**src/verilog/rtw_params.svh**
```systemverilog
/*
 * Constants of the reload timer and wake-up timer block: register indices,
 * control field positions, prescaler end counts and reset values.
 * Assumes inclusion by rtw_timers.sv and by the bench; definitions only.
 */
`ifndef RTW_PARAMS_SVH
`define RTW_PARAMS_SVH

////////////////////////////////////////////////////////////////////////////
// Register indices (byte address is four times the index)
`define RTW_IDX_T3_CTRL     8'h1E
`define RTW_IDX_T3_RLD_UP   8'h1F
`define RTW_IDX_T3_RLD_LO   8'h20
`define RTW_IDX_T3_CNT_UP   8'h21
`define RTW_IDX_T3_CNT_LO   8'h22
`define RTW_IDX_T4_CTRL     8'h23
`define RTW_IDX_T4_RLD_UP   8'h24
`define RTW_IDX_T4_RLD_LO   8'h25
`define RTW_IDX_T4_CNT_UP   8'h26
`define RTW_IDX_T4_CNT_LO   8'h27
`define RTW_IDX_STATUS      8'h2F

////////////////////////////////////////////////////////////////////////////
// Wake-up control fields
`define RTW_T4_ACTIVE_BIT   7
`define RTW_T4_QUAL_BIT     6
`define RTW_T4_TRIM_BIT     5
`define RTW_T4_LOW_POWER_CARD_DETECTION_BIT     4
`define RTW_T4_RELOAD_BIT   3
`define RTW_T4_WAKE_BIT     2
`define RTW_T4_CLK_HI       1
`define RTW_T4_CLK_LO       0

// Third timer control: start select field
`define RTW_T3_START_HI     5
`define RTW_T3_START_LO     4
`define RTW_T3_START_TXEND  2'h1

// Status fields, write one to clear
`define RTW_ST_WAKE_BIT     0
`define RTW_ST_CARD_BIT     1

////////////////////////////////////////////////////////////////////////////
// Prescaler end counts
`define RTW_DIV8_END        3'h7
`define RTW_DIV16_END       4'hF
`define RTW_DIV32_END       5'h1F

// Reset values
`define RTW_RST_BYTE        8'h00
`define RTW_RST_WORD        16'h0000
`define RTW_RST_BUS         32'h0000_0000

`endif

```
**src/verilog/rtw_pkg.sv**
```systemverilog
/*
 * Types of the reload timer and wake-up timer block.
 * Assumes rtw_params.svh supplies the numeric constants.
 */
package rtw_pkg;

    typedef enum logic [0:0] {
        LP_IDLE,
        LP_FIELD
    } rtw_low_power_card_detection_t;

    typedef struct packed {
        logic psel;
        logic penable;
        logic pwrite;
        logic [31:0] paddr;
        logic [31:0] pwdata;
    } rtw_apb_req_t;

    typedef struct packed {
        logic pready;
        logic pslverr;
        logic [31:0] prdata;
    } rtw_apb_rsp_t;

    typedef struct packed {
        logic [15:0] t3Reload;
        logic [15:0] t3Count;
        logic t3Run;
        logic [1:0] t3StartSel;
        logic [15:0] t4Reload;
        logic [15:0] t4Count;
        logic t4Run;
        logic t4Trim;
        logic t4Lpcd;
        logic t4Restart;
        logic t4Wake;
        logic [1:0] wakeup_clock_select;
        logic [4:0] div;
        logic lfoMeta;
        logic lfoSync;
        logic lfoPrev;
        logic wakeFlag;
        logic cardFlag;
        rtw_low_power_card_detection_t lp;
        logic rfOn;
        logic wakePulse;
        logic trimPulse;
        logic pdPulse;
        rtw_apb_rsp_t rsp;
    } rtw_state_t;

endpackage

```
**src/verilog/rtw_timers.sv**
```systemverilog
/*
 * Third reload timer and low-frequency wake-up timer with card detection
 * sequencing, reached as an APB slave with one wait state.
 * Assumes txEnd and cardPresent come from logic on ref_clk; lfoClk is a
 * slow oscillator sampled as an asynchronous level.
 */
`include "rtw_params.svh"

////////////////////////////////////////////////////////////////////////////
// Behaviour
// Start event loads third timer from upper and lower reload bytes
// Reload writes do not disturb a running count; used at next start
// Live third timer count readable as upper and lower bytes
// Software must not read the live count during frame reception
// Wake-up timer reactivates system and can launch card detection
// Control bit 7 reads back whether wake-up timer runs
// Running bit changes only in a write with bit 6 set; code also clears it at an underflow with bits 3 and 4 clear
// Trim enable: each wake-up underflow triggers oscillator trimming
// Software configures a trim timer; not the third one with detection
// Detection enable: each wake-up underflow starts card detection; code ignores one that falls inside an open field window
// Card found raises interrupt request; device stays active
// No card found enters power-down when enabled
// During card detection wake-up timer restarts with no gap
// Third timer sets how long the RF field stays on
// Bit 3 reloads after zero; otherwise count to zero and stop
// Each wake-up underflow sets its interrupt flag
// Bit 2 set: wake-up underflow wakes device
// Software sets bit 2 for power-down after no card, else clears
// Clock field selects oscillator undivided, /8, /16 or /32
// Start select 01 starts third timer at end of transmission
// Each tick decrements; underflow signalled when count passes zero
module rtw_timers (
    // Clock and reset
    input wire logic ref_clk,
    input wire logic rst,
    // Register bus
    input wire rtw_pkg::rtw_apb_req_t apbReq,
    output rtw_pkg::rtw_apb_rsp_t apbRsp,
    // Radio and oscillator side
    input wire logic lfoClk,
    input wire logic txEnd,
    input wire logic cardPresent,
    // System events
    output logic rfFieldOn,
    output logic wakeRequest,
    output logic trimStart,
    output logic powerDownReq,
    output logic wakeIrq,
    output logic cardIrq
);

    rtw_pkg::rtw_state_t st_q;
    rtw_pkg::rtw_state_t st_d;
    logic lfoEdge;
    logic t4Tick;
    logic uf4;
    logic uf3;
    logic t3StartTx;
    logic commit;
    logic [7:0] idx;
    logic mapped;
    logic [7:0] rdByte;

    function automatic logic divTick(input logic [4:0] d,
                                     input logic [1:0] sel);
        logic r;
        r = 1'b0;
        unique case (sel)
            2'h0: r = 1'b1;
            2'h1: r = (d[2:0] == `RTW_DIV8_END);
            2'h2: r = (d[3:0] == `RTW_DIV16_END);
            2'h3: r = (d == `RTW_DIV32_END);
        endcase
        return r;
    endfunction

    ////////////////////////////////////////////////////////////////////////
    // Register read decode
    always_comb begin
        idx = apbReq.paddr[9:2];
        mapped = (apbReq.paddr[1:0] == 2'h0) && (apbReq.paddr[31:10] == 22'h0);
        rdByte = `RTW_RST_BYTE;
        if (mapped) begin
            unique case (idx)
                `RTW_IDX_T3_CTRL: begin
                    rdByte[`RTW_T3_START_HI:`RTW_T3_START_LO] = st_q.t3StartSel;
                end
                `RTW_IDX_T3_RLD_UP: rdByte = st_q.t3Reload[15:8];
                `RTW_IDX_T3_RLD_LO: rdByte = st_q.t3Reload[7:0];
                `RTW_IDX_T3_CNT_UP: rdByte = st_q.t3Count[15:8];
                `RTW_IDX_T3_CNT_LO: rdByte = st_q.t3Count[7:0];
                `RTW_IDX_T4_CTRL: begin
                    rdByte[`RTW_T4_ACTIVE_BIT] = st_q.t4Run;
                    rdByte[`RTW_T4_TRIM_BIT] = st_q.t4Trim;
                    rdByte[`RTW_T4_LOW_POWER_CARD_DETECTION_BIT] = st_q.t4Lpcd;
                    rdByte[`RTW_T4_RELOAD_BIT] = st_q.t4Restart;
                    rdByte[`RTW_T4_WAKE_BIT] = st_q.t4Wake;
                    rdByte[`RTW_T4_CLK_HI:`RTW_T4_CLK_LO] = st_q.wakeup_clock_select;
                end
                `RTW_IDX_T4_RLD_UP: rdByte = st_q.t4Reload[15:8];
                `RTW_IDX_T4_RLD_LO: rdByte = st_q.t4Reload[7:0];
                `RTW_IDX_T4_CNT_UP: rdByte = st_q.t4Count[15:8];
                `RTW_IDX_T4_CNT_LO: rdByte = st_q.t4Count[7:0];
                `RTW_IDX_STATUS: begin
                    rdByte[`RTW_ST_WAKE_BIT] = st_q.wakeFlag;
                    rdByte[`RTW_ST_CARD_BIT] = st_q.cardFlag;
                end
                default: mapped = 1'b0;
            endcase
        end
    end

    ////////////////////////////////////////////////////////////////////////
    // Next state
    always_comb begin
        st_d = st_q;
        st_d.wakePulse = 1'b0;
        st_d.trimPulse = 1'b0;
        st_d.pdPulse = 1'b0;
        st_d.rsp.pready = 1'b0;
        commit = apbReq.psel && apbReq.penable && st_q.rsp.pready;

        // Oscillator synchroniser and prescaler
        st_d.lfoMeta = lfoClk;
        st_d.lfoSync = st_q.lfoMeta;
        st_d.lfoPrev = st_q.lfoSync;
        lfoEdge = st_q.lfoSync && !st_q.lfoPrev;
        if (lfoEdge) begin
            st_d.div = st_q.div + 5'h1;
        end
        t4Tick = lfoEdge && divTick(st_q.div, st_q.wakeup_clock_select);

        // Bus answer one cycle into the access phase
        if (apbReq.psel && apbReq.penable && !st_q.rsp.pready) begin
            st_d.rsp.pready = 1'b1;
            st_d.rsp.pslverr = !mapped;
            st_d.rsp.prdata = {24'h0, rdByte};
        end

        // Configuration writes and flag clears
        if (commit && apbReq.pwrite && mapped) begin
            unique case (idx)
                `RTW_IDX_T3_CTRL: begin
                    st_d.t3StartSel =
                        apbReq.pwdata[`RTW_T3_START_HI:`RTW_T3_START_LO];
                end
                `RTW_IDX_T3_RLD_UP: st_d.t3Reload[15:8] = apbReq.pwdata[7:0];
                `RTW_IDX_T3_RLD_LO: st_d.t3Reload[7:0] = apbReq.pwdata[7:0];
                `RTW_IDX_T4_CTRL: begin
                    st_d.t4Trim = apbReq.pwdata[`RTW_T4_TRIM_BIT];
                    st_d.t4Lpcd = apbReq.pwdata[`RTW_T4_LOW_POWER_CARD_DETECTION_BIT];
                    st_d.t4Restart = apbReq.pwdata[`RTW_T4_RELOAD_BIT];
                    st_d.t4Wake = apbReq.pwdata[`RTW_T4_WAKE_BIT];
                    st_d.wakeup_clock_select = apbReq.pwdata[`RTW_T4_CLK_HI:`RTW_T4_CLK_LO];
                end
                `RTW_IDX_T4_RLD_UP: st_d.t4Reload[15:8] = apbReq.pwdata[7:0];
                `RTW_IDX_T4_RLD_LO: st_d.t4Reload[7:0] = apbReq.pwdata[7:0];
                `RTW_IDX_STATUS: begin
                    if (apbReq.pwdata[`RTW_ST_WAKE_BIT]) begin
                        st_d.wakeFlag = 1'b0;
                    end
                    if (apbReq.pwdata[`RTW_ST_CARD_BIT]) begin
                        st_d.cardFlag = 1'b0;
                    end
                end
                default: ;
            endcase
        end

        // Wake-up timer
        uf4 = 1'b0;
        if (st_q.t4Run && t4Tick) begin
            if (st_q.t4Count == `RTW_RST_WORD) begin
                uf4 = 1'b1;
                if (st_q.t4Restart || st_q.t4Lpcd) begin
                    st_d.t4Count = st_q.t4Reload;
                end else begin
                    st_d.t4Run = 1'b0;
                end
            end else begin
                st_d.t4Count = st_q.t4Count - 16'h1;
            end
        end
        if (uf4) begin
            st_d.wakeFlag = 1'b1;
            st_d.wakePulse = st_q.t4Wake;
            st_d.trimPulse = st_q.t4Trim;
        end

        // Third timer countdown
        uf3 = 1'b0;
        if (st_q.t3Run) begin
            if (st_q.t3Count == `RTW_RST_WORD) begin
                uf3 = 1'b1;
                st_d.t3Run = 1'b0;
            end else begin
                st_d.t3Count = st_q.t3Count - 16'h1;
            end
        end

        // Start events; reload bytes are sampled only here
        t3StartTx = txEnd && (st_q.t3StartSel == `RTW_T3_START_TXEND);
        if (uf4 && st_q.t4Lpcd && st_q.lp == rtw_pkg::LP_IDLE) begin
            st_d.t3Count = st_q.t3Reload;
            st_d.t3Run = 1'b1;
            st_d.lp = rtw_pkg::LP_FIELD;
            st_d.rfOn = 1'b1;
        end else if (t3StartTx && st_q.lp == rtw_pkg::LP_IDLE) begin
            st_d.t3Count = st_q.t3Reload;
            st_d.t3Run = 1'b1;
        end

        // Card detection outcome at end of field window
        unique case (st_q.lp)
            rtw_pkg::LP_IDLE: ;
            rtw_pkg::LP_FIELD: begin
                if (uf3) begin
                    st_d.lp = rtw_pkg::LP_IDLE;
                    st_d.rfOn = 1'b0;
                    if (cardPresent) begin
                        st_d.cardFlag = 1'b1;
                    end else begin
                        st_d.pdPulse = st_q.t4Wake;
                    end
                end
            end
        endcase

        // Running bit, qualified by bit 6
        if (commit && apbReq.pwrite && mapped && idx == `RTW_IDX_T4_CTRL &&
            apbReq.pwdata[`RTW_T4_QUAL_BIT]) begin
            st_d.t4Run = apbReq.pwdata[`RTW_T4_ACTIVE_BIT];
            if (apbReq.pwdata[`RTW_T4_ACTIVE_BIT] && !st_q.t4Run) begin
                st_d.t4Count = st_q.t4Reload;
            end
        end
    end

    always_ff @(posedge ref_clk or posedge rst) begin
        if (rst) begin
            st_q <= '0;
        end else begin
            st_q <= st_d;
        end
    end

    assign apbRsp = st_q.rsp;
    assign rfFieldOn = st_q.rfOn;
    assign wakeRequest = st_q.wakePulse;
    assign trimStart = st_q.trimPulse;
    assign powerDownReq = st_q.pdPulse;
    assign wakeIrq = st_q.wakeFlag;
    assign cardIrq = st_q.cardFlag;
endmodule

```
**config.mk**
```make
export PLATFORM = sky130hd
export DESIGN_NAME = rtw_timers
export DESIGN_NICKNAME = d
export VERILOG_FILES = /design/src/verilog/rtw_pkg.sv /design/src/verilog/rtw_timers.sv
export VERILOG_INCLUDE_DIRS = /design/src /design/src/verilog
export SDC_FILE = /design/constraint.sdc
export NUM_CORES = 1
export LEC_CHECK = 0
export BUFFER_PORTS_ARGS = -buffer_cell sky130_fd_sc_hd__buf_2
export CAP_MARGIN = 25
export CORE_ASPECT_RATIO = 0.8
export CORE_UTILIZATION = 40
export DETAILED_ROUTE_END_ITERATION = 10
export GPL_TIMING_DRIVEN = 1
export SLEW_MARGIN = 15
export SYNTH_ARGS = -nofsm -noshare
export SYNTH_HDL_FRONTEND = slang
export SYNTH_SLANG_ARGS = --single-unit
```
**constraint.sdc**
```tcl
create_clock -name ref_clk -period 3.15 [get_ports ref_clk]
set_input_delay 0.315 -clock ref_clk [delete_from_list [all_inputs] [get_ports ref_clk]]
set_output_delay 0.315 -clock ref_clk [all_outputs]
set_load 0.03 [all_outputs]
```
# --- Word-level counts from Yosys, hierarchy flattened ---
# Index checks and enable logic that the tools add are counted.
totals:
  ff_bits: 99
  in_bits: 72
  out_inout_bits: 40
  wordCells: 133
classes:
  add_sub_neg: 3
  eq_ne: 20
  mux: 39
  bitwise: 1
  n_reduce_logical: 42
ops:
  columns: ["operator", "n"]
  rows:
  - ["$mux 17", 5]
  - ["$eq 8x6->1 const B", 9]
  - ["$mux 16", 4]
  - ["$pmux 2 s10", 2]
  - ["$mux 34", 1]
  - ["$logic_not 16->1", 2]
  - ["$sub 16x1->16 const B", 2]
  - ["$logic_not 22->1", 1]
  - ["$pmux 2 s9", 1]
  - ["$eq 8x5->1 const B", 2]
  - ["$logic_and 1x1->1", 16]
  - ["$mux 1", 16]
  - ["$reduce_and 2->1", 7]
  - ["$reduce_or 11->1", 1]
  - ["$reduce_bool 2->1", 5]
  - ["$pmux 1 s9", 1]
  - ["$mux 2", 4]
  - ["$mux 8", 1]
  - ["$pmux 1 s8", 1]
  - ["$mux 3", 2]
  - ["$reduce_and 3->1", 2]
  - ["$add 5x1->5 const B", 1]
  - ["$eq 5x5->1 const B", 1]
  - ["$eq 2x1->1 const B", 2]
  - ["11 further kinds", 16]

# --- Logic depth before layout (Yosys ltp) ---
# Gate-level depths: netlist (run 1).
depth:
  ltp_word: 10
  depth_mapped: 11
  ltp_nobuf: 10

# --- Least setup slack after synthesis (run 1) ---
# OpenSTA, ideal clock, no wires.
synth_timing:
  kind: "reg2reg"
  start: "register st_q[44] in the netlist's numbering"
  end: "register st_q[68] in the netlist's numbering"
  setup_time_ns: 0.119
  t_arrival_ns: 2.199
  t_required_ns: 3.031
  setup_slack_ns: 0.832
  path_stages_with_launch: 12
  path_buffers: 1
  synth_period_minus_slack_ns: 2.318
  cell_sequence: "dfrtp_1 ha_1 nand3_1 inv_1 ha_1 mux2i_1 a221oi_1 clkbuf_1 nand3_1 and2_1 or3_1 o21a_1"
synth_rtl:
  columns: ["item", "line_no", "rtl"]
  rows:
  - ["start: declaration", "rtw_timers.sv:52", "rtw_pkg::rtw_state_t st_q;"]
  - ["start signal: assignment", "rtw_timers.sv:243", "st_q <= st_d;"]

# --- Final worst setup path (run 1) ---
layout_timing:
  start: "register st_q[44] in the netlist's numbering"
  end: "register st_q[101] in the netlist's numbering"
layout_between:
  elab_chain_cells: 9
  word_cells_on_any_way: 13
  classes_between: "4 x eq/ne; 3 x mux; 6 x reduce/logical"
layout_rtl:
  columns: ["item", "line_no", "rtl"]
  rows:
  - ["$eq 5x5->1 (no line), or another cell as far along", null, null]
  - ["$pmux 1 s4 *", "rtw_timers.sv:68", "unique case (sel)"]
  - ["$logic_and 1x1->1 *", "rtw_timers.sv:131", "t4Tick = lfoEdge && divTick(st_q.div, st_q.wakeup_clock_select);"]
  - ["$logic_and 1x1->1 *", "rtw_timers.sv:172", "if (st_q.t4Run && t4Tick) begin"]
  - ["$mux 1 *", "rtw_timers.sv:172", null]
  - ["$logic_and 1x1->1 * (2 in series)", "rtw_timers.sv:203", "if (uf4 && st_q.t4Lpcd && st_q.lp == rtw_pkg::LP_IDLE) begin"]
  - ["$ne 3x1->1 (no line) or $reduce_bool 3->1 (tied branches)", null, null]
  - ["$reduce_and 2->1 (no line)", null, null]
# Mark *: on every way between the ends. The rest lies on a longest branch, timed or not.
# A chain may end at the register's enable or synchronous reset.

==> results of run 1 <==
[metrics by stage]
step	power [uW]	setup slack, ns	util (%)	hold slack [ns]	std cells
after floorplan	1760	0.245	-	0.331	637
after global placement	1870	0.462	43.8	0.337	839
after detailed placement	1890	0.378	43.8	0.350	839
after CTS	3190	0.339	46.3	0.0624	855
after global routing	3310	0.110	46.3	0.0702	855
final	3170	0.373	46.3	0.0701	855
[state kept, by name, indices dropped and copies added (netlist names)]
signal,flops
powerDownReq,1
trimStart,1
st_d,2
cardIrq,1
rfFieldOn,1
apbRsp,10
st_q,81
wakeRequest,1
wakeIrq,1
[power groups by stage]
stage	Clock [uW]	Combinational, uW	Sequential, uW
after global placement	0	414	1460
after detailed placement	0	431	1460
after CTS	1320	431	1440
after global routing	1370	489	1450
final	1300	434	1440
after floorplan	0	336	1430
[kinds of logic after synthesis]
| logic type | Yosys count |
|---|---|
| compound gates | 133 |
| xor+xnor | 13 |
| fa+ha+maj | 5 |
| buf+inv | 77 |
| flops | 99 |
| mux | 64 |
| other cells | 1 |
| simple gates | 222 |
[routing by layer]
metal / GRT usage [%] / vias up / wire (um)
li1: - / 2304 / -
met1: 32.8 / 2514 / 7690
met2: 35.5 / 251 / 7440
met3: 5.53 / 33 / 1590
met4: 6.04 / 4 / 257
met5: 0 / - / 29
[cell usage in the layout (no fill, tap or decap), drive strengths merged, types with 4 or more instances in the layout]
cell,Yosys,final
conb,1,24
nand4,9,9
or4,6,6
inv,14,14
and2,4,4
buf,41,81
mux2i,19,19
a21oi,24,24
nand2b,4,4
nor2b,7,7
a211oi,8,8
o21a,5,5
and3,7,7
or3,6,6
nand2,74,74
a22o,4,4
nor4,17,17
xnor2,10,10
nor3,16,16
a22oi,10,10
dfrtp,99,99
o22ai,4,4
ha,5,5
nand3,16,16
clkbuf,22,10
nand3b,5,5
o21ai,39,39
mux2,43,43
nand4b,4,4
nor2,35,35
[worst max-delay path by stage]
stage	start	endpoint	slack [ns]
floorplan	rst	apbRsp[0]$_DFFE_PP0P_	0.24
global placement	apbReq[47]	st_q[78]$_DFFE_PP0P_	0.46
detailed placement	st_q[44]$_DFFE_PP0P_	st_q[91]$_DFFE_PP0P_	0.38
CTS	st_q[44]$_DFFE_PP0P_	st_q[101]$_DFFE_PP0P_	0.34
global route	st_q[44]$_DFFE_PP0P_	st_q[102]$_DFFE_PP0P_	0.11
finish	st_q[44]$_DFFE_PP0P_	st_q[101]$_DFFE_PP0P_	0.37
[cell type report]
cell class | count | area, um2 | share of cell area (%)
Sequential cell | 99 | 2480 | 37.6
Tap cell | 184 | 230 | 3.49
Clock inverter | 6 | 113 | 1.71
Multi-Input combinational cell | 461 | 3020 | 45.8
Clock buffer | 10 | 239 | 3.62
Inverter | 14 | 55.1 | 0.835
Timing Repair Buffer | 81 | 463 | 7.02
==> flow_summary.toml, run 1 <==
[clock_tree]
clock_path_buffers = 2
cts_root_buf = "clkbuf_16"
clock_latency_ns = 0.35
cts.repair.resized = 0
ctsHoldBuffers = 0
cts_buffers = 9
post_cts_buffers = 0
clk_pin_slew_ns = 0.07
htreeDepth = 3
cts_tree = "done"
cts_sinks = 99

[status]
outcome = "complete, no violations"

[critical_path]
path_max_fanout = 23
crit_chain = "ha_1, nand3_1, inv_1, ha_1, mux2i_1, a221oi_1, nand4_1, a21oi_2, buf_4, o21ai_0"
endpoint_kind = "flop"
ff2ff_setup_slack_ns = 0.37
crit_type = "reg2reg"
arrival_ns = 2.99
rr_endpoint = "st_q[101]$_DFFE_PP0P_"
required_ns = 3.36
slowest_delay_ns = 0.49
critPathLaunchType = "flop"
critPathTopFamily = "compound AO/OA/AOI/OAI gates"
r2r_start = "st_q[44]$_DFFE_PP0P_"
cp_num_buf_inv = 2
crit_slowest_cell = "a221oi_1"
cpMostUsedCell = "ha_1"
reg2reg_depth = 10
path_depth = 10

[floorplanning]
fp.dieW_um = 137
dieArea_um2 = 15100
rows = 39
die_h_um = 110
ios = 112
core_region_area_um2 = 14200
start_util_pct = 40.9

[finish]
stdcell_area_um2 = 6600
syn2layout_area_growth_pct = 13.1
antenna_cells = 0
fill_cells = 1369
drive_gt1_share_pct = 23.1
final_nets = 743

[logic_synthesis]
yosys_register_bits = 99
synthSimpleGateAreaFrac_pct = 19.8
yosys.area.top_type_share_pct = 42.5
yosys_warnings = 0
synth_mux_area_share_pct = 12.3
yosysMostFrequentCell = "dfrtp_1"
synth.largest_area_cell = "dfrtp_1"
synth-compound-area-share_pct = 15.0
yosys-top-cells-area = "dfrtp_1 (42%), mux2_2 (8.3%), nand2_1 (4.7%)"
ys_seq_area_share_pct = 42.5
synth_xor_area_share_pct = 1.95
synth-adder-area-share_pct = 1.07
synth_cell_type_count = 71
synth_edf_count = 0
synthTopCellsByCount = "dfrtp_1 (99), nand2_1 (73), mux2_2 (43)"
synth_top_family_by_area = "simple AND/OR/NAND/NOR gates"
synth_cells = 614
synthFlopType = "dfrtp_1"
synth-async-reset-ratio_pct = 100
synth_area_um2 = 5830
avgSynthCellArea_um2 = 9.49

[place]
place.gp.congestion = 0.900
dp_hpwl_mm = 12.6
place_area_um2 = 6240
portBuffers = 63

[global_routing]
overflow = 0
grt_max_degree = 61
track_usage_pct = 23.2
antenna_found_initial = 2
grt_pass1_wl_mm = 26.2
grt_pass1_vias = 4676

[routing]
drt-wirelength-per-cell_um = 19.9
drt_iter0_drc = 483
num_vias = 5106
drt-pass1-iter-count = 5
ant_nets = 0
viasPerCell = 5.97
totalWireLength_mm = 17.0
drc = 0

[timing]
slew_violations = 0
fin_crit_sh_pct = 88.2
hold_viol_final = 0
worstMarginPinSlew_ns = 0.797
tns_ns = 0
setup_viol = 0
fmax_ghz = 0.360
slew_headroom_pct = 46.2
finClkSkew_ns = 0.00787
grt_setup_unrepaired = "false"
min_period_ns = 2.78

[worst_hold_path]
hold_end = "st_d[42]$_DFF_PP0_"
holdCritPathClass = "in2reg"
min_path_cells = 1
hold_start = "lfoClk"

[power_and_ir_drop]
swShare_pct = 27.0
leakage_uw = 0.00295
p_seq_share_pct = 45.4
p_clk_share_pct = 40.9
switching_power_uw = 856
combPwrFrac_pct = 13.7
power-per-cell-area_nw_per_um2 = 481
max-vdd-ir-drop_mv = 0.320
intPower_uw = 2320

[run]
maxCapViolations = 0
Power figures use the tool's default switching activity.
==> run 2: changes to the inputs <==
--- a/config.mk
+++ b/config.mk
@@ -12,6 +12,7 @@
 export CORE_UTILIZATION = 40
 export DETAILED_ROUTE_END_ITERATION = 10
 export GPL_TIMING_DRIVEN = 1
+export REMOVE_ABC_BUFFERS = 1
 export SLEW_MARGIN = 15
 export SYNTH_ARGS = -nofsm -noshare
 export SYNTH_HDL_FRONTEND = slang
==> constraint.sdc (replaced) <==
create_clock -name ref_clk -period 3.4 [get_ports ref_clk]
set_input_delay 0.34 -clock ref_clk [delete_from_list [all_inputs] [get_ports ref_clk]]
set_output_delay 0.34 -clock ref_clk [all_outputs]
set_load 0.03 [all_outputs]
==> flow_summary.toml, run 2 (synthesis results as in run 1) <==
[status]
outcome = "complete, no violations"

[routing]
drt-wirelength-per-cell_um = 19.5
drc = 0
totalWireLength_mm = 16.6
num_vias = 5009
ant_nets = 0
drt_iter0_drc = 515
drt-pass1-iter-count = 7
viasPerCell = 5.91

[floorplanning]
fp.dieW_um = 137
core_region_area_um2 = 14200
rows = 39
die_h_um = 110
ios = 112
dieArea_um2 = 15100
start_util_pct = 40.9

[critical_path]
crit_slowest_cell = "nor4_1"
cp_num_buf_inv = 1
required_ns = 3.63
slowest_delay_ns = 0.68
r2r_start = "st_q[64]$_DFF_PP0_"
rr_endpoint = "st_q[104]$_DFFE_PP0P_"
path_max_fanout = 32
endpoint_kind = "flop"
critPathTopFamily = "simple AND/OR/NAND/NOR gates"
ff2ff_setup_slack_ns = 0.64
crit_chain = "nor4_1, and4b_1, nand4_1, a21oi_2, buf_4, mux2_2"
crit_type = "reg2reg"
reg2reg_depth = 6
arrival_ns = 2.99
critPathLaunchType = "flop"
path_depth = 6

[clock_tree]
clk_pin_slew_ns = 0.07
post_cts_buffers = 0
ctsHoldBuffers = 0
cts_buffers = 9
clock_path_buffers = 2
cts_tree = "done"
cts_sinks = 99
cts_root_buf = "clkbuf_16"
htreeDepth = 3
clock_latency_ns = 0.35
cts.repair.resized = 0

[finish]
final_util_pct = 45.6
syn2layout_area_growth_pct = 11.4
layout_common_cells = "dfrtp_1 (99), nand2_1 (73), buf_2 (63)"
drive_gt1_share_pct = 22.3
max_flop_register = "st_q"
final_nets = 736
antenna_cells = 0
layout_commonest_cell = "dfrtp_1"
largest_reg_flops = 81

[timing]
worstMarginPinSlew_ns = 0.837
finClkSkew_ns = 0.00891
min_period_ns = 2.76
hold_viol_final = 0
slew_violations = 0
setup_viol = 0
tns_ns = 0
grt_setup_unrepaired = "false"
fmax_ghz = 0.362
slew_headroom_pct = 43.5
fin_crit_sh_pct = 81.3

[run]
maxCapViolations = 0

[place]
portBuffers = 63
dp_hpwl_mm = 12.5
place.gp.congestion = 0.882

[global_routing]
grt_max_degree = 51
overflow = 0
grt_pass1_wl_mm = 25.7
grt_pass1_vias = 4659
track_usage_pct = 23.1
antenna_found_initial = 1

[worst_hold_path]
holdCritPathClass = "in2async"

[power_and_ir_drop]
power-per-cell-area_nw_per_um2 = 430
max-vdd-ir-drop_mv = 0.327
leakage_uw = 0.00290
-- run 2: cell count changes in the layout (fill, tap and decap cells not counted) --
cell,before,now
clkinv_4,2,3
buf_4,17,11
buf_12,1,0
clkbuf_8,1,2
bufinv_16,3,1
-- run 2: worst max path at each step --
stage / from / slack, ns / to
6_report: st_q[64]$_DFF_PP0_ / 0.64 / st_q[104]$_DFFE_PP0P_
5_1_grt: st_q[44]$_DFFE_PP0P_ / 0.51 / st_q[67]$_DFF_PP0_
4_1_cts: st_q[64]$_DFF_PP0_ / 0.69 / st_q[104]$_DFFE_PP0P_
3_5_place_dp: apbReq[44] / 0.67 / st_q[119]$_DFFE_PP0P_
3_3_place_gp: apbReq[32] / 0.73 / st_q[120]$_DFFE_PP0P_
2_1_floorplan: st_q[44]$_DFFE_PP0P_ / -0.05 / st_q[104]$_DFFE_PP0P_
-- run 2: metrics by stage --
| step | power, uW | hold slack [ns] | area (um2) | setup WS (ns) | cells |
|---|---|---|---|---|---|
| final | 2790 | 0.0752 | 6490 | 0.637 | 848 |
| after global routing | 2930 | 0.0856 | 6490 | 0.515 | 848 |
| after CTS | 2810 | 0.0883 | 6490 | 0.686 | 848 |
| after detailed placement | 1740 | 0.336 | 6180 | 0.674 | 832 |
| after global placement | 1720 | 0.337 | 6180 | 0.730 | 832 |
| after floorplan | 1590 | 0.331 | 5540 | -0.0471 | 574 |
-- run 2: where the power goes --
part	switching (uW)	internal [uW]
Sequential	90.1	1240
Combinational	235	155
Clock	454	613
Total	778	2010
-- run 2: area by class of cell --
class,count,area [um2]
fill,1380,7760
multi-input combinational,461,3020
sequential,99,2480
timing repair buffer,74,398
clock buffer,11,253
tap,184,230
clock inverter,5,61.3
inverter,14,55.1
-- run 2: per-layer routing --
metal,up-vias,share of wire [%],global-route usage [%],wire [um]
met2,226,43,34.5,7190
li1,2290,-,-,-
met4,2,2.3,7.85,375
met5,-,0.079,0,13
met3,26,8.9,5.90,1480
met1,2465,45,32.3,7500
==> run 3: changes to the inputs <==
==> constraint.sdc (replaced) <==
create_clock -name ref_clk -period 2.6 [get_ports ref_clk]
set_input_delay 0.26 -clock ref_clk [delete_from_list [all_inputs] [get_ports ref_clk]]
set_output_delay 0.26 -clock ref_clk [all_outputs]
set_load 0.03 [all_outputs]
==> flow_summary.toml, run 3 (synthesis results as in run 1) <==
[critical_path]
arrival_ns = 2.66
slowest_delay_ns = 0.60
crit_slowest_cell = "or4_1"
required_ns = 2.82
crit_chain = "or4_1, or3_1, nor4_2, mux2_2, nand2_1, o21ai_0"
endpoint_kind = "flop"
crit_type = "reg2reg"
critPathLaunchType = "flop"
path_max_fanout = 7
ff2ff_setup_slack_ns = 0.16

[timing]
grt_setup_unrepaired = "false"
hold_viol_final = 0
setup_viol = 0
tns_ns = 0
worstMarginPinSlew_ns = 0.673
fmax_ghz = 0.410
fin_crit_sh_pct = 93.9
slew_violations = 0
finClkSkew_ns = 0.00703
slew_headroom_pct = 55.2
min_period_ns = 2.44

[clock_tree]
cts_sinks = 99
cts_tree = "done"
cts_buffers = 9
clock_path_buffers = 2
clk_pin_slew_ns = 0.07
cts_root_buf = "clkbuf_16"
htreeDepth = 3
clock_latency_ns = 0.35

[finish]
antenna_cells = 0
layout_commonest_cell = "dfrtp_1"
max_flop_register = "st_q"
layout_common_cells = "dfrtp_1 (99), nand2_1 (72), buf_2 (63)"
syn2layout_area_growth_pct = 16.7
drive_gt1_share_pct = 26.6
stdcell_area_um2 = 6800
fill_cells = 1384
largest_reg_flops = 81
final_nets = 763

[routing]
drt-wirelength-per-cell_um = 19.7
totalWireLength_mm = 17.2
num_vias = 5163
viasPerCell = 5.90
drt-pass1-iter-count = 5
drt_iter0_drc = 485
drc = 0
ant_nets = 0

[power_and_ir_drop]
leakage_uw = 0.00305
max-vdd-ir-drop_mv = 0.459
power-per-cell-area_nw_per_um2 = 546

[floorplanning]
ios = 112
core_region_area_um2 = 14200
start_util_pct = 40.9
fp.dieW_um = 137
dieArea_um2 = 15100
die_h_um = 110
rows = 39

[global_routing]
antenna_found_initial = 1
grt_pass1_wl_mm = 26.3
grt_pass1_vias = 4697
overflow = 0
track_usage_pct = 23.6
grt_max_degree = 53

[place]
dp_hpwl_mm = 13.0
place.gp.congestion = 0.924
place_area_um2 = 6400
portBuffers = 63

[worst_hold_path]
holdCritPathClass = "in2async"

[status]
outcome = "complete, no violations"

[run]
maxCapViolations = 0
[run 3: changes by cell type in the layout (fill, tap and decap cells not counted), moves of 2 or more]
cell | previous run | this run
inv_6 | 0 | 2
clkinvlp_4 | 0 | 2
clkinv_4 | 3 | 1
buf_4 | 11 | 32
buf_12 | 0 | 5
[run 3: area by class of cell]
| class | count | area [um2] | share of cell area [%] |
|---|---|---|---|
| flip-flops and latches | 99 | 2480 | 36.4 |
| clock inverters | 6 | 71.3 | 1.05 |
| repair buffers | 101 | 666 | 9.78 |
| clock buffers | 10 | 239 | 3.51 |
| well taps | 184 | 230 | 3.38 |
| inverters | 14 | 55.1 | 0.809 |
| multi-input cells | 461 | 3070 | 45.1 |
[run 3: repair_timing]
action | in CTS | in global routing
setup endpoints to repair | 8 | 24
resized for setup | 2 | 9
endpoints found under the hold margin | 0 | 1
setup buffers | 0 | 3
hold buffers | 0 | 1
cloned | 0 | 0
pin swaps | 0 | 2
[run 3: power breakdown]
group | switching (uW) | total, uW | internal [uW]
registers | 120 | 1750 | 1630
clock network | 619 | 1400 | 781
logic | 330 | 571 | 241
[run 3: metrics by stage]
stage | std cells | utilization [%] | total power, uW | worst slack (ns) | hold slack, ns
after CTS | 871 | 47.2 | 3700 | 0.0242 | 0.00543
after global routing | 875 | 47.8 | 3870 | 0.0182 | 0.0616
final | 875 | 47.8 | 3720 | 0.159 | 0.00981
after detailed placement | 855 | 44.9 | 2310 | -0.0344 | 0.336
after floorplan | 574 | - | 2080 | -0.847 | 0.291
after global placement | 855 | 44.9 | 2280 | 0.0687 | 0.344
[run 3: layer usage]
metal  wire [um]  vias to the layer above  GRT usage [%]  part of all wire, %
li1            -                     2340              -                    -
met3        1500                       28           5.44                  8.7
met4         306                        2           6.67                  1.8
met2        7480                      258           35.4                   43
met5          13                        -              0                0.075
met1        7920                     2535           34.0                   46
[run 3: final timing paths]
| kind | from | endpoint | cells after the start |
|---|---|---|---|
| worst max-delay path | st_q[64]$_DFF_PP0_ | st_q[71]$_DFF_PP0_ | 6 |
| worst min-delay path | rst | st_q[76]$_DFFE_PP0P_ | 2 |
| worst max register to register | st_q[64]$_DFF_PP0_ | st_q[71]$_DFF_PP0_ | 6 |
| worst min register to register | st_d[42]$_DFF_PP0_ | st_d[41]$_DFF_PP0_ | 0 |
| max in group asynchronous | rst | apbRsp[5]$_DFFE_PP0P_ | 3 |
| min in group ref_clk | cardPresent | powerDownReq$_DFF_PP0_ | 2 |
[run 3: worst max-delay path, delay by kind of cell (launching register included)]
| kind | cells | cell delay [ns] |
|---|---|---|
| and+or+nand+nor | 4 | 1.37 |
| DFF | 1 | 0.49 |
| muxes | 1 | 0.36 |
| AOI/OAI and AO/OA | 1 | 0.09 |
